**config.mk**
```make
export PLATFORM = sky130hd
export DESIGN_NAME = wavegen
export DESIGN_NICKNAME = d
export VERILOG_FILES = /design/src/logic/wavegen_pkg.sv /design/src/logic/wavegen.sv
export SDC_FILE = /design/constraint.sdc
export NUM_CORES = 1
export LEC_CHECK = 0
export BUFFER_PORTS_ARGS = -buffer_cell sky130_fd_sc_hd__buf_4
export CAP_MARGIN = 20
export CORE_ASPECT_RATIO = 0.8
export CORE_MARGIN = 2
export CORE_UTILIZATION = 42
export CTS_CLUSTER_DIAMETER = 60
export DETAILED_ROUTE_END_ITERATION = 7
export GPL_TIMING_DRIVEN = 0
export PLACE_DENSITY_LB_ADDON = 0.3
export SYNTH_ARGS = -nofsm -noshare
export SYNTH_HDL_FRONTEND = slang
export SYNTH_SLANG_ARGS = --single-unit
export TNS_END_PERCENT = 10
```
**constraint.sdc**
```tcl
create_clock -name hclk -period 4 [get_ports hclk]
set_clock_uncertainty 0.05 [all_clocks]
set_input_delay 0.4 -clock hclk [delete_from_list [all_inputs] [get_ports hclk]]
set_output_delay 0.4 -clock hclk [all_outputs]
set_load 0.01 [all_outputs]
```
**src/logic/wavegen_pkg.sv**
```systemverilog
// Package for the offset-synchronised waveform generator: register map,
// field positions, reset values, modes and the per-instance state carrier.
// Assumes a 32-bit AHB-Lite register bus and up to eight instances.
package wavegen_pkg;

  // Register byte offsets inside one instance window
  localparam logic [5:0] OFS_CTRL = 6'h00;
  localparam logic [5:0] OFS_CLKSEL = 6'h04;
  localparam logic [5:0] OFS_PHASE = 6'h08;
  localparam logic [5:0] OFS_DUTY = 6'h0c;
  localparam logic [5:0] OFS_PERIOD = 6'h10;
  localparam logic [5:0] OFS_OFFSET = 6'h14;
  localparam logic [5:0] OFS_OFSCTRL = 6'h18;
  localparam logic [5:0] OFS_TIMER = 6'h1c;
  localparam logic [5:0] OFS_FLAGS = 6'h20;
  // Instance windows are 64 bytes apart; the shared enable sits above them
  localparam int INST_SHIFT = 6;
  localparam logic [9:0] SHARED_EN_ADDR = 10'h200;
  localparam int MAX_INST = 8;

  // waveform_control_reg fields
  localparam int EN_BIT = 7;
  localparam int OUT_BIT = 5;
  localparam int POL_BIT = 4;
  localparam int MODE_LSB = 2;
  // counter_clock_select_reg fields
  localparam int CS_LSB = 0;
  localparam int PS_LSB = 2;
  // offset_control_reg fields
  localparam int MSEL_LSB = 0;
  localparam int OFO_BIT = 3;
  localparam int OFM_LSB = 4;
  localparam int LDA_BIT = 7;
  // Flag bit positions
  localparam int FLAG_PR = 0;
  localparam int FLAG_DC = 1;
  localparam int FLAG_PH = 2;
  localparam int FLAG_OF = 3;

  localparam logic [15:0] COUNT_RST = 16'h0000;
  localparam logic [31:0] RDATA_UNMAPPED = 32'h0000_0000;
  // Instruction clock is the bus clock divided by four
  localparam logic [1:0] INSN_DIV_LAST = 2'h3;

  typedef enum logic [1:0] {
    MODE_STD = 2'b00,
    MODE_SET = 2'b01,
    MODE_TOGGLE = 2'b10,
    MODE_CENTER = 2'b11
  } mode_e;

  typedef enum logic [1:0] {
    OFM_INDEP = 2'b00,
    OFM_SYNC_START = 2'b01,
    OFM_ONE_SHOT = 2'b10,
    OFM_RESTART = 2'b11
  } ofm_e;

  typedef struct packed {
    logic en;
    logic output_invert_bit;
    mode_e mode;
    logic [1:0] cs;
    logic [2:0] ps;
    ofm_e sync_mode_field;
    logic ofo_b;
    logic ofo_a;
    logic load_arm_bit;
    logic [2:0] msel;
    logic [15:0] ph_b;
    logic [15:0] dc_b;
    logic [15:0] pr_b;
    logic [15:0] of_b;
    logic [15:0] ph_a;
    logic [15:0] dc_a;
    logic [15:0] pr_a;
    logic [15:0] of_a;
    logic [15:0] tmr;
    logic [7:0] pscnt;
    logic run;
    logic dir;
    logic pend;
    logic oact;
    logic sw_pend;
    logic sw_val;
    logic [3:0] mprev;
    logic [3:0] flags;
    logic out_sync;
    logic wave;
    logic hit;
  } inst_s;

endpackage : wavegen_pkg

```
**src/logic/wavegen.sv**
```systemverilog
// Multi-instance 16-bit waveform generator with offset synchronisation.
// Assumes an AHB-Lite master with word transfers; ext_tick inputs are
// synchronous single-cycle enables from other clock sources.
// Operation
// - Own 16-bit timer, selectable clock, compared to counts
// - Enable bit plus shared multi-enable register
// - Output-state read synchronised to quarter-rate clock
// - Polarity bit inverts output, even while disabled
// - Standard: on at phase, off at duty
// - Standard period is (period+1) times prescale
// - Set-on-match: phase sets, held until cleared
// - Software output write applies at next tick
// - Toggle mode flips output at phase match
// - Standard, toggle and center ignore output-state writes
// - Center mode counts up then down
// - Center on at period-duty, off one above
// - Center period is twice (period+1) times prescale
// - Independent run ignores peers, period resets timer
// - Sync start waits for master offset hit
// - One-shot runs one period per master hit, in center mode only up to the top count
// - One-shot ignores master hits while running
// - Restart mode reloads timer to one on hits
// - Offset alignment kept when switching to independent
// - Center offset hit direction chosen by bit
// - Buffered counts load at period when armed
// - Four flags set on match rising edges
//
// The AHB-Lite register port and the placing of the registers are this design's own decisions.
`timescale 1ns/100ps
`default_nettype none
module wavegen #(
  parameter int N_INST = 2
) (
  input wire logic hclk,
  input wire logic hresetn,
  input wire logic hsel,
  input wire logic [31:0] haddr,
  input wire logic [1:0] htrans,
  input wire logic hwrite,
  input wire logic [2:0] hsize,
  input wire logic [31:0] hwdata,
  input wire logic hready,
  output logic [31:0] hrdata,
  output logic hreadyout,
  output logic hresp,
  input wire logic [2:0] ext_tick,
  output logic [N_INST-1:0] wave_out,
  output logic [N_INST-1:0] offset_hit_out
);

  typedef struct packed {
    wavegen_pkg::inst_s [N_INST-1:0] ch;
    logic [1:0] div;
    logic wr_pend;
    logic rd_pend;
    logic [9:2] addr;
    logic [31:0] rdata;
    logic rdy;
  } state_s;

  state_s q;
  state_s d;

  ////////////////////////////////////////////////////////////////////////////
  // Register read mux

  function automatic logic [31:0] rd_word(input state_s s, input logic [9:2] a);
    logic [31:0] r;
    logic [5:0] o;
    int k;
    r = wavegen_pkg::RDATA_UNMAPPED;
    o = {a[5:2], 2'b00};
    k = int'(a[8:6]);
    if ({a, 2'b00} == wavegen_pkg::SHARED_EN_ADDR) begin
      for (int i = 0; i < N_INST; i++) begin
        r[i] = s.ch[i].en;
      end
    end else if (!a[9] && k < N_INST) begin
      unique case (o)
        wavegen_pkg::OFS_CTRL: begin
          r[wavegen_pkg::EN_BIT] = s.ch[k].en;
          r[wavegen_pkg::OUT_BIT] = s.ch[k].out_sync;
          r[wavegen_pkg::POL_BIT] = s.ch[k].output_invert_bit;
          r[wavegen_pkg::MODE_LSB +: 2] = s.ch[k].mode;
        end
        wavegen_pkg::OFS_CLKSEL: begin
          r[wavegen_pkg::CS_LSB +: 2] = s.ch[k].cs;
          r[wavegen_pkg::PS_LSB +: 3] = s.ch[k].ps;
        end
        wavegen_pkg::OFS_PHASE: r[15:0] = s.ch[k].ph_b;
        wavegen_pkg::OFS_DUTY: r[15:0] = s.ch[k].dc_b;
        wavegen_pkg::OFS_PERIOD: r[15:0] = s.ch[k].pr_b;
        wavegen_pkg::OFS_OFFSET: r[15:0] = s.ch[k].of_b;
        wavegen_pkg::OFS_OFSCTRL: begin
          r[wavegen_pkg::MSEL_LSB +: 3] = s.ch[k].msel;
          r[wavegen_pkg::OFO_BIT] = s.ch[k].ofo_b;
          r[wavegen_pkg::OFM_LSB +: 2] = s.ch[k].sync_mode_field;
          r[wavegen_pkg::LDA_BIT] = s.ch[k].load_arm_bit;
        end
        wavegen_pkg::OFS_TIMER: r[15:0] = s.ch[k].tmr;
        wavegen_pkg::OFS_FLAGS: r[3:0] = s.ch[k].flags;
        default: r = wavegen_pkg::RDATA_UNMAPPED;
      endcase
    end
    return r;
  endfunction : rd_word

  ////////////////////////////////////////////////////////////////////////////
  // Next-state logic

  always_comb begin
    wavegen_pkg::inst_s c;
    logic [3:0] fset [N_INST];
    logic [3:0] lvl;
    logic [7:0] psmask;
    logic [15:0] on_val;
    logic src;
    logic tick;
    logic pm;
    logic dm;
    logic prm;
    logic pev;
    logic ctr;
    logic mhit;
    logic sync;
    logic go;
    logic was_run;
    logic [5:0] wo;
    int wk;
    c = '0;
    fset = '{default: 4'h0};
    lvl = '0;
    psmask = '0;
    on_val = '0;
    src = 1'b0;
    tick = 1'b0;
    pm = 1'b0;
    dm = 1'b0;
    prm = 1'b0;
    pev = 1'b0;
    ctr = 1'b0;
    mhit = 1'b0;
    sync = 1'b0;
    go = 1'b0;
    was_run = 1'b0;
    wo = '0;
    wk = 0;
    d = q;
    d.div = q.div + 2'h1;

    for (int i = 0; i < N_INST; i++) begin
      c = q.ch[i];
      // Counter clock: selected source divided by 2^ps
      src = (c.cs == 2'h0) ? 1'b1 : ext_tick[c.cs - 2'h1];
      psmask = 8'((9'h001 << c.ps) - 9'h001);
      tick = c.en && src && (c.pscnt == psmask);
      if (!c.en) begin
        c.pscnt = 8'h00;
      end else if (src) begin
        c.pscnt = tick ? 8'h00 : c.pscnt + 8'h01;
      end
      ctr = (c.mode == wavegen_pkg::MODE_CENTER);
      // Compare against active copies only
      pm = (c.tmr == c.ph_a);
      dm = (c.tmr == c.dc_a);
      prm = (c.tmr == c.pr_a);
      pev = prm && (!ctr || !c.dir);
      // Master hit is latched so a slower slave clock cannot miss it
      mhit = (int'(c.msel) < N_INST) ? q.ch[c.msel].hit : 1'b0;
      sync = c.pend || mhit;
      c.pend = c.en && sync && !tick;
      lvl = {(c.tmr == c.of_a), pm, dm, prm} & {4{c.en}};
      fset[i] = lvl & ~c.mprev;
      c.mprev = lvl;
      c.hit = 1'b0;
      if (!c.en) begin
        c.run = 1'b0;
        c.dir = 1'b0;
        c.oact = 1'b0;
        c.sw_pend = 1'b0;
      end else if (tick) begin
        was_run = c.run;
        go = (c.sync_mode_field == wavegen_pkg::OFM_INDEP) || c.run || sync;
        if (sync) begin
          c.run = 1'b1;
        end
        if (go) begin
          // Offset hit in center mode only in the chosen direction
          c.hit = (c.tmr == c.of_a) && (!ctr || (c.dir == c.ofo_a));
          unique case (c.mode)
            wavegen_pkg::MODE_STD: begin
              if (pm) c.oact = 1'b1;
              if (dm) c.oact = 1'b0;
            end
            wavegen_pkg::MODE_SET: begin
              if (pm && c.tmr <= c.pr_a) c.oact = 1'b1;
            end
            wavegen_pkg::MODE_TOGGLE: begin
              if (pm) c.oact = !c.oact;
            end
            wavegen_pkg::MODE_CENTER: begin
              on_val = c.pr_a - c.dc_a;
              if (!c.dir && c.tmr == on_val) c.oact = 1'b1;
              if (c.dir && c.tmr == on_val + 16'h0001) c.oact = 1'b0;
            end
          endcase
          if (ctr) begin
            // Dwell one tick at each end: 2*(pr+1) ticks per cycle
            if (!c.dir) begin
              if (c.tmr >= c.pr_a) c.dir = 1'b1;
              else c.tmr = c.tmr + 16'h0001;
            end else begin
              if (c.tmr == wavegen_pkg::COUNT_RST) c.dir = 1'b0;
              else c.tmr = c.tmr - 16'h0001;
            end
          end else if (prm) begin
            c.tmr = wavegen_pkg::COUNT_RST;
          end else begin
            c.tmr = c.tmr + 16'h0001;
          end
          if (c.sync_mode_field == wavegen_pkg::OFM_RESTART && was_run && sync) begin
            c.tmr = 16'h0001;
          end
          if (c.sync_mode_field == wavegen_pkg::OFM_ONE_SHOT && pev) begin
            c.tmr = wavegen_pkg::COUNT_RST;
            c.run = 1'b0;
          end
          if (pev && c.load_arm_bit) begin
            c.ph_a = c.ph_b;
            c.dc_a = c.dc_b;
            c.pr_a = c.pr_b;
            c.of_a = c.of_b;
            c.ofo_a = c.ofo_b;
            c.load_arm_bit = 1'b0;
          end
        end
        if (c.sw_pend) begin
          c.oact = c.sw_val;
          c.sw_pend = 1'b0;
        end
      end
      c.wave = c.oact ^ c.output_invert_bit;
      if (q.div == wavegen_pkg::INSN_DIV_LAST) begin
        c.out_sync = q.ch[i].wave;
      end
      d.ch[i] = c;
    end

    //////////////////////////////////////////////////////////////////////////
    // Bus data phase

    if (q.wr_pend) begin
      wo = {q.addr[5:2], 2'b00};
      wk = int'(q.addr[8:6]);
      if ({q.addr, 2'b00} == wavegen_pkg::SHARED_EN_ADDR) begin
        for (int i = 0; i < N_INST; i++) begin
          d.ch[i].en = hwdata[i];
        end
      end else if (!q.addr[9] && wk < N_INST) begin
        unique case (wo)
          wavegen_pkg::OFS_CTRL: begin
            d.ch[wk].en = hwdata[wavegen_pkg::EN_BIT];
            d.ch[wk].output_invert_bit = hwdata[wavegen_pkg::POL_BIT];
            d.ch[wk].mode = wavegen_pkg::mode_e'(hwdata[wavegen_pkg::MODE_LSB +: 2]);
            // Other modes drop output writes
            if (d.ch[wk].mode == wavegen_pkg::MODE_SET) begin
              d.ch[wk].sw_pend = 1'b1;
              d.ch[wk].sw_val = hwdata[wavegen_pkg::OUT_BIT];
            end
          end
          wavegen_pkg::OFS_CLKSEL: begin
            d.ch[wk].cs = hwdata[wavegen_pkg::CS_LSB +: 2];
            d.ch[wk].ps = hwdata[wavegen_pkg::PS_LSB +: 3];
          end
          wavegen_pkg::OFS_PHASE: d.ch[wk].ph_b = hwdata[15:0];
          wavegen_pkg::OFS_DUTY: d.ch[wk].dc_b = hwdata[15:0];
          wavegen_pkg::OFS_PERIOD: d.ch[wk].pr_b = hwdata[15:0];
          wavegen_pkg::OFS_OFFSET: d.ch[wk].of_b = hwdata[15:0];
          wavegen_pkg::OFS_OFSCTRL: begin
            d.ch[wk].msel = hwdata[wavegen_pkg::MSEL_LSB +: 3];
            d.ch[wk].ofo_b = hwdata[wavegen_pkg::OFO_BIT];
            // No timer reset here, so alignment survives a mode change
            d.ch[wk].sync_mode_field = wavegen_pkg::ofm_e'(hwdata[wavegen_pkg::OFM_LSB +: 2]);
            d.ch[wk].load_arm_bit = hwdata[wavegen_pkg::LDA_BIT];
          end
          wavegen_pkg::OFS_TIMER: d.ch[wk].tmr = hwdata[15:0];
          wavegen_pkg::OFS_FLAGS: d.ch[wk].flags = d.ch[wk].flags & ~hwdata[3:0];
          default: d.ch[wk].flags = d.ch[wk].flags;
        endcase
      end
    end
    // Hardware set wins over a same-cycle clear
    for (int i = 0; i < N_INST; i++) begin
      d.ch[i].flags = d.ch[i].flags | fset[i];
    end

    // Reads take one wait state so a preceding write is always visible
    d.wr_pend = 1'b0;
    if (q.rd_pend) begin
      d.rdata = rd_word(q, q.addr);
      d.rd_pend = 1'b0;
      d.rdy = 1'b1;
    end
    if (hsel && hready && htrans[1]) begin
      d.addr = haddr[9:2];
      d.wr_pend = hwrite;
      d.rd_pend = !hwrite;
      d.rdy = hwrite;
    end
  end

  ////////////////////////////////////////////////////////////////////////////
  // State register and outputs

  always_ff @(posedge hclk or negedge hresetn) begin
    if (!hresetn) begin
      q <= '0;
      q.rdy <= 1'b1;
    end else begin
      q <= d;
    end
  end

  assign hrdata = q.rdata;
  assign hreadyout = q.rdy;
  assign hresp = 1'b0;

  generate
    for (genvar g = 0; g < N_INST; g++) begin : g_out
      assign wave_out[g] = q.ch[g].wave;
      assign offset_hit_out[g] = q.ch[g].hit;
    end
  endgenerate

endmodule : wavegen
`default_nettype wire

```
Word level (Yosys, flattened, before mapping) --
Cells that the tools add are included.
Storage, ports and cells: register bits after elaboration 417, input port bits 77, output and inout bits 38, logic and storage cells 386
Operators by class: add/subtract/negate cells 15, $lt $le $gt $ge 13, equal/unequal tests 37, shift operators 2, mux-type cells 175, bitwise gates (word level) 13, reductions and logical operators 63
Operators by type and width (number):
- 372-bit bitwise mux | 18
- 372-bit case mux with 9 select lines | 1
- 186-bit demux with 1-bit select | 17
- 372-bit two-way mux | 2
- 186-bit two-way mux | 3
- 184-bit two-way mux | 3
- 80-bit two-way mux | 6
- 185-bit two-way mux | 2
- 360-bit two-way mux | 1
- 16-bit two-way mux | 15
- 16-bit equality test | 12
- 182-bit two-way mux | 1
- 180-bit two-way mux | 1
- 177-bit two-way mux | 1
- 175-bit two-way mux | 1
- 174-bit two-way mux | 1
- 173-bit two-way mux | 1
- 172-bit two-way mux | 1
- 169-bit two-way mux | 1
- 153-bit two-way mux | 1
- 137-bit two-way mux | 1
- 64-bit two-way mux | 2
- 121-bit two-way mux | 1
- 16-bit by 1-bit adder with 16-bit output, second input constant | 4
- other kinds (52) | 221

Logic depth before layout (Yosys ltp) --
depth after elaboration 23, gate-level depth with buffers 16

Worst setup path before layout --
Ideal clock, no wire load.
path type register -> register, start register q[288] in the netlist's numbering, end register q, in the netlist wave_out[1], arrival 3304 ps, required time 3820 ps, path slack 516 ps, stages on the path, launching flop included 15, period minus slack after synthesis 3484 ps, path through dfrtp_1 > inv_1 > ha_1 > fa_1 > xnor2_1 > and3_1 > o311ai_0 > nor4_2 > nand2_1 > nor4_1 > nor4b_1 > nor3_1 > o21ai_1 > a41oi_2 > xor2_1
RTL lines:
- start: declaration | line wavegen.sv:61 | state_s q;

==> run summary <==
Outcome - finished, violations left
Failing checks - setup timing
Crit path kind - flop to flop
Cells on Worst Hold Path - 2
Die X - 276.8 um
Asr flop ratio synth - 1.000
Antenna violations before repair - 4
Drt wl/cell - 25.87 um
Most common cell after layout, fill and taps aside - dfrtp_1
Mean Syn Cell Area - 9.696 um2
Yosys top cell area share - 0.4003
Max cap viols - 0
Clock latency on the worst-skew pair - 0.58 ns
Pleak - 12.59 nW
First-pass GRT wire length - 134,000 um
Layout cell share with drive strength beyond 1 - 0.2045
Total congestion overflow - 0
Yosys top cell by area - dfrtp_1
Die Y - 222.2 um
Crit share post-route - 1.006
Post-synthesis sequential area ratio - 0.4013
Nets - 2,868
Relative slew margins - 0.2200
Fin Setup TNS - -0.02413 ns
XOR/XNOR Fraction of Synth Area - 0.06980
Routability cong. - 0.9788
Drt via density - 6.263
Effective utilization at floorplan - 0.4273
CTS Buf Count - 45
Worst slack, placed - -0.8195 ns
Synth Area in Simple Gates - 0.1470
Hold Vio Cnt, Final - 0
Slew at the pin closest to its max-slew limit - 1.159 ns
I/O pins - 115
Gr usage total - 0.2877
RR Endpoint - wave_out[1]$_DFF_PN0_
YS warnings - 0
Drt first pass iters - 6
Post-synthesis cell count - 2,579
CP Max Fanout - 7
Via count - 21.99k
Initial DRC Count - 2,296
IO Port Bufs - 41
Final ANT Viol Nets - 0
HP Class - input pin to flop
RSZ-0062 raised after global routing - yes
Vias in the first global route - 20.82k
Worst R2R Setup Slack - -0.02 ns
Worst ir drop on vdd - 0.3720 mV
CTS root buf - clkbuf_16
Setup crit start - q[307]$_DFF_PN0_
Area Overhead vs Synth - 14.57%
Ant. Diodes - 0
Worst r2r src - q[307]$_DFF_PN0_
CTS H-tree depth - 2
Total power - 9.775 mW
Final setup viols - 1
Worst Setup Start Kind - flop
Most frequent cells in the layout - dfrtp_1 (397), mux2_2 (249), nand2_1 (187), nor2_1 (156), xnor2_1 (129)
HPWL after detailed placement - 67,820 um
Post-synth EDFFs - 0
Largest net degree at the start of global routing - 101
Post-route setup slack - -0.02413 ns
Core Area - 58,520 um2
Final wirelength - 90,860 um
Dominant cells by area after synthesis - dfrtp_1 (40%), mux2_2 (11%), xnor2_1 (4.7%)
Worst Reg2Reg Path Length in Cells - 14
Fin crit period - 4.024 ns
Critical Path RT - 4.39 ns
CTS tree - done
Critical path endpoint - wave_out[1]$_DFF_PN0_
PD cells - 341.2 nW/um2
F_max - 248.5 MHz
Fin. max-slew vios - 0
Synth Area in Compound Gates - 0.1601
Final hold slack - 0.1217 ns
Ys flop type - dfrtp_1
Unique masters post-synth - 108
Fraction of the mapped netlist area in adder cells - 0.03913
Number of core rows - 79
Clock-pin slew on the worst setup and hold paths - 0.07 ns
DRC violations left - 0
CP endpoint kind - flop
Die area - 61,520 um2
Sink Count - 401
Multiplexer area fraction after synthesis - 0.1253
Max clock buf depth - 3
Largest family of logic cells by synthesized area - compound AO/OA/AOI/OAI gates
Worst EP arrival - 4.41 ns
Post-synthesis instance area - 25,010 um2
FF+latch count, synth - 401
-- metrics by stage --
step | cell area (um2) | utilization | instances
5_1_grt | 28650 | 0.4896 | 3512
4_1_cts | 28200 | 0.4820 | 3501
3_5_place_dp | 26460 | 0.4522 | 3410
2_1_floorplan | 25070 | - | 2595
6_report | 28650 | 0.4896 | 3512
3_3_place_gp | 26340 | 0.4501 | 3405
-- worst min path at each step --
stage          slack, ns                     to       startpoint
2_1_floorplan       0.05  hrdata[0]$_DFFE_PN0P_          hresetn
3_3_place_gp        0.36        q[43]$_DFF_PN0_  q[43]$_DFF_PN0_
3_5_place_dp        0.32       q[250]$_DFF_PN0_          hresetn
4_1_cts             0.09     q[157]$_DFFE_PN0P_        hwdata[7]
5_1_grt             0.11     q[375]$_DFFE_PN0P_        hwdata[7]
6_report            0.12     q[157]$_DFFE_PN0P_        hwdata[7]
-- cell families after synthesis --
logic type / Yosys count
compound gates: 566
mux: 282
buf+inv: 334
simple gates: 729
other cells: 1
xor+xnor: 189
flops: 401
fa+ha+maj: 77
-- layout make-up --
cell class | instances | area, um2
multi-input cells | 1860 | 14060
fillers | 5473 | 29870
flip-flops and latches | 401 | 10040
clock buffers | 62 | 1290
well taps | 769 | 962.2
plain buffers | 205 | 982.2
clock inverters | 14 | 173.9
inverters | 126 | 473.0
repair buffers | 75 | 670.6
-- timing repair --
action	in CTS	in global routing
endpoints found under the setup margin	147	150
pin swaps	5	25
setup buffers	6	12
endpoints found under the hold margin	70	0
hold buffers	10	0
cloned	0	0
resized for setup	40	81
-- registers in the layout, summed over array words and instances, names as in the netlist --
signal,count
hrdata,16
wave_out,2
q,380
offset_hit_out,2
hreadyout,1
-- cells in the mapped netlist, types with 40 or more instances --
master,instances
xnor2_1,135
a21oi_1,112
nand3_1,65
mux2_2,249
clkbuf_1,140
buf_4,40
nand4_1,60
o21ai_0,95
ha_1,75
inv_1,125
nor2_1,162
xor2_1,47
a22oi_1,64
dfrtp_1,400
nor3_1,54
nand2_1,187
-- worst max-delay path, stage by stage, from the launching register on --
cell and delay (ns):
dfrtp_2 0.41, inv_1 0.05, ha_1 0.26, buf_2 0.19, o21ai_1 0.10, a21oi_2 0.30, o311a_4 0.33, nand3_1 0.13
a31o_1 0.32, a2111o_1 0.44, a2111oi_2 0.38, a211oi_1 0.14, a211oi_2 0.28, a41oi_4 0.26, xor2_2 0.22
-- routing by layer --
layer	global-route usage	part of all wire	vias to the layer above
met1	0.4392	0.46	11050
met4	0.06644	0.019	6
li1	-	-	9577
met5	0	0.00041	-
met3	0.07718	0.11	148
met2	0.4010	0.41	1209
-- power by group --
group | switching (mW) | internal (mW) | total (mW)
logic | 0.872 | 0.412 | 1.28
registers | 0.128 | 4.16 | 4.29
clock network | 1.75 | 2.45 | 4.20
total | 2.75 | 7.02 | 9.77
Power figures use the tool's default switching activity.
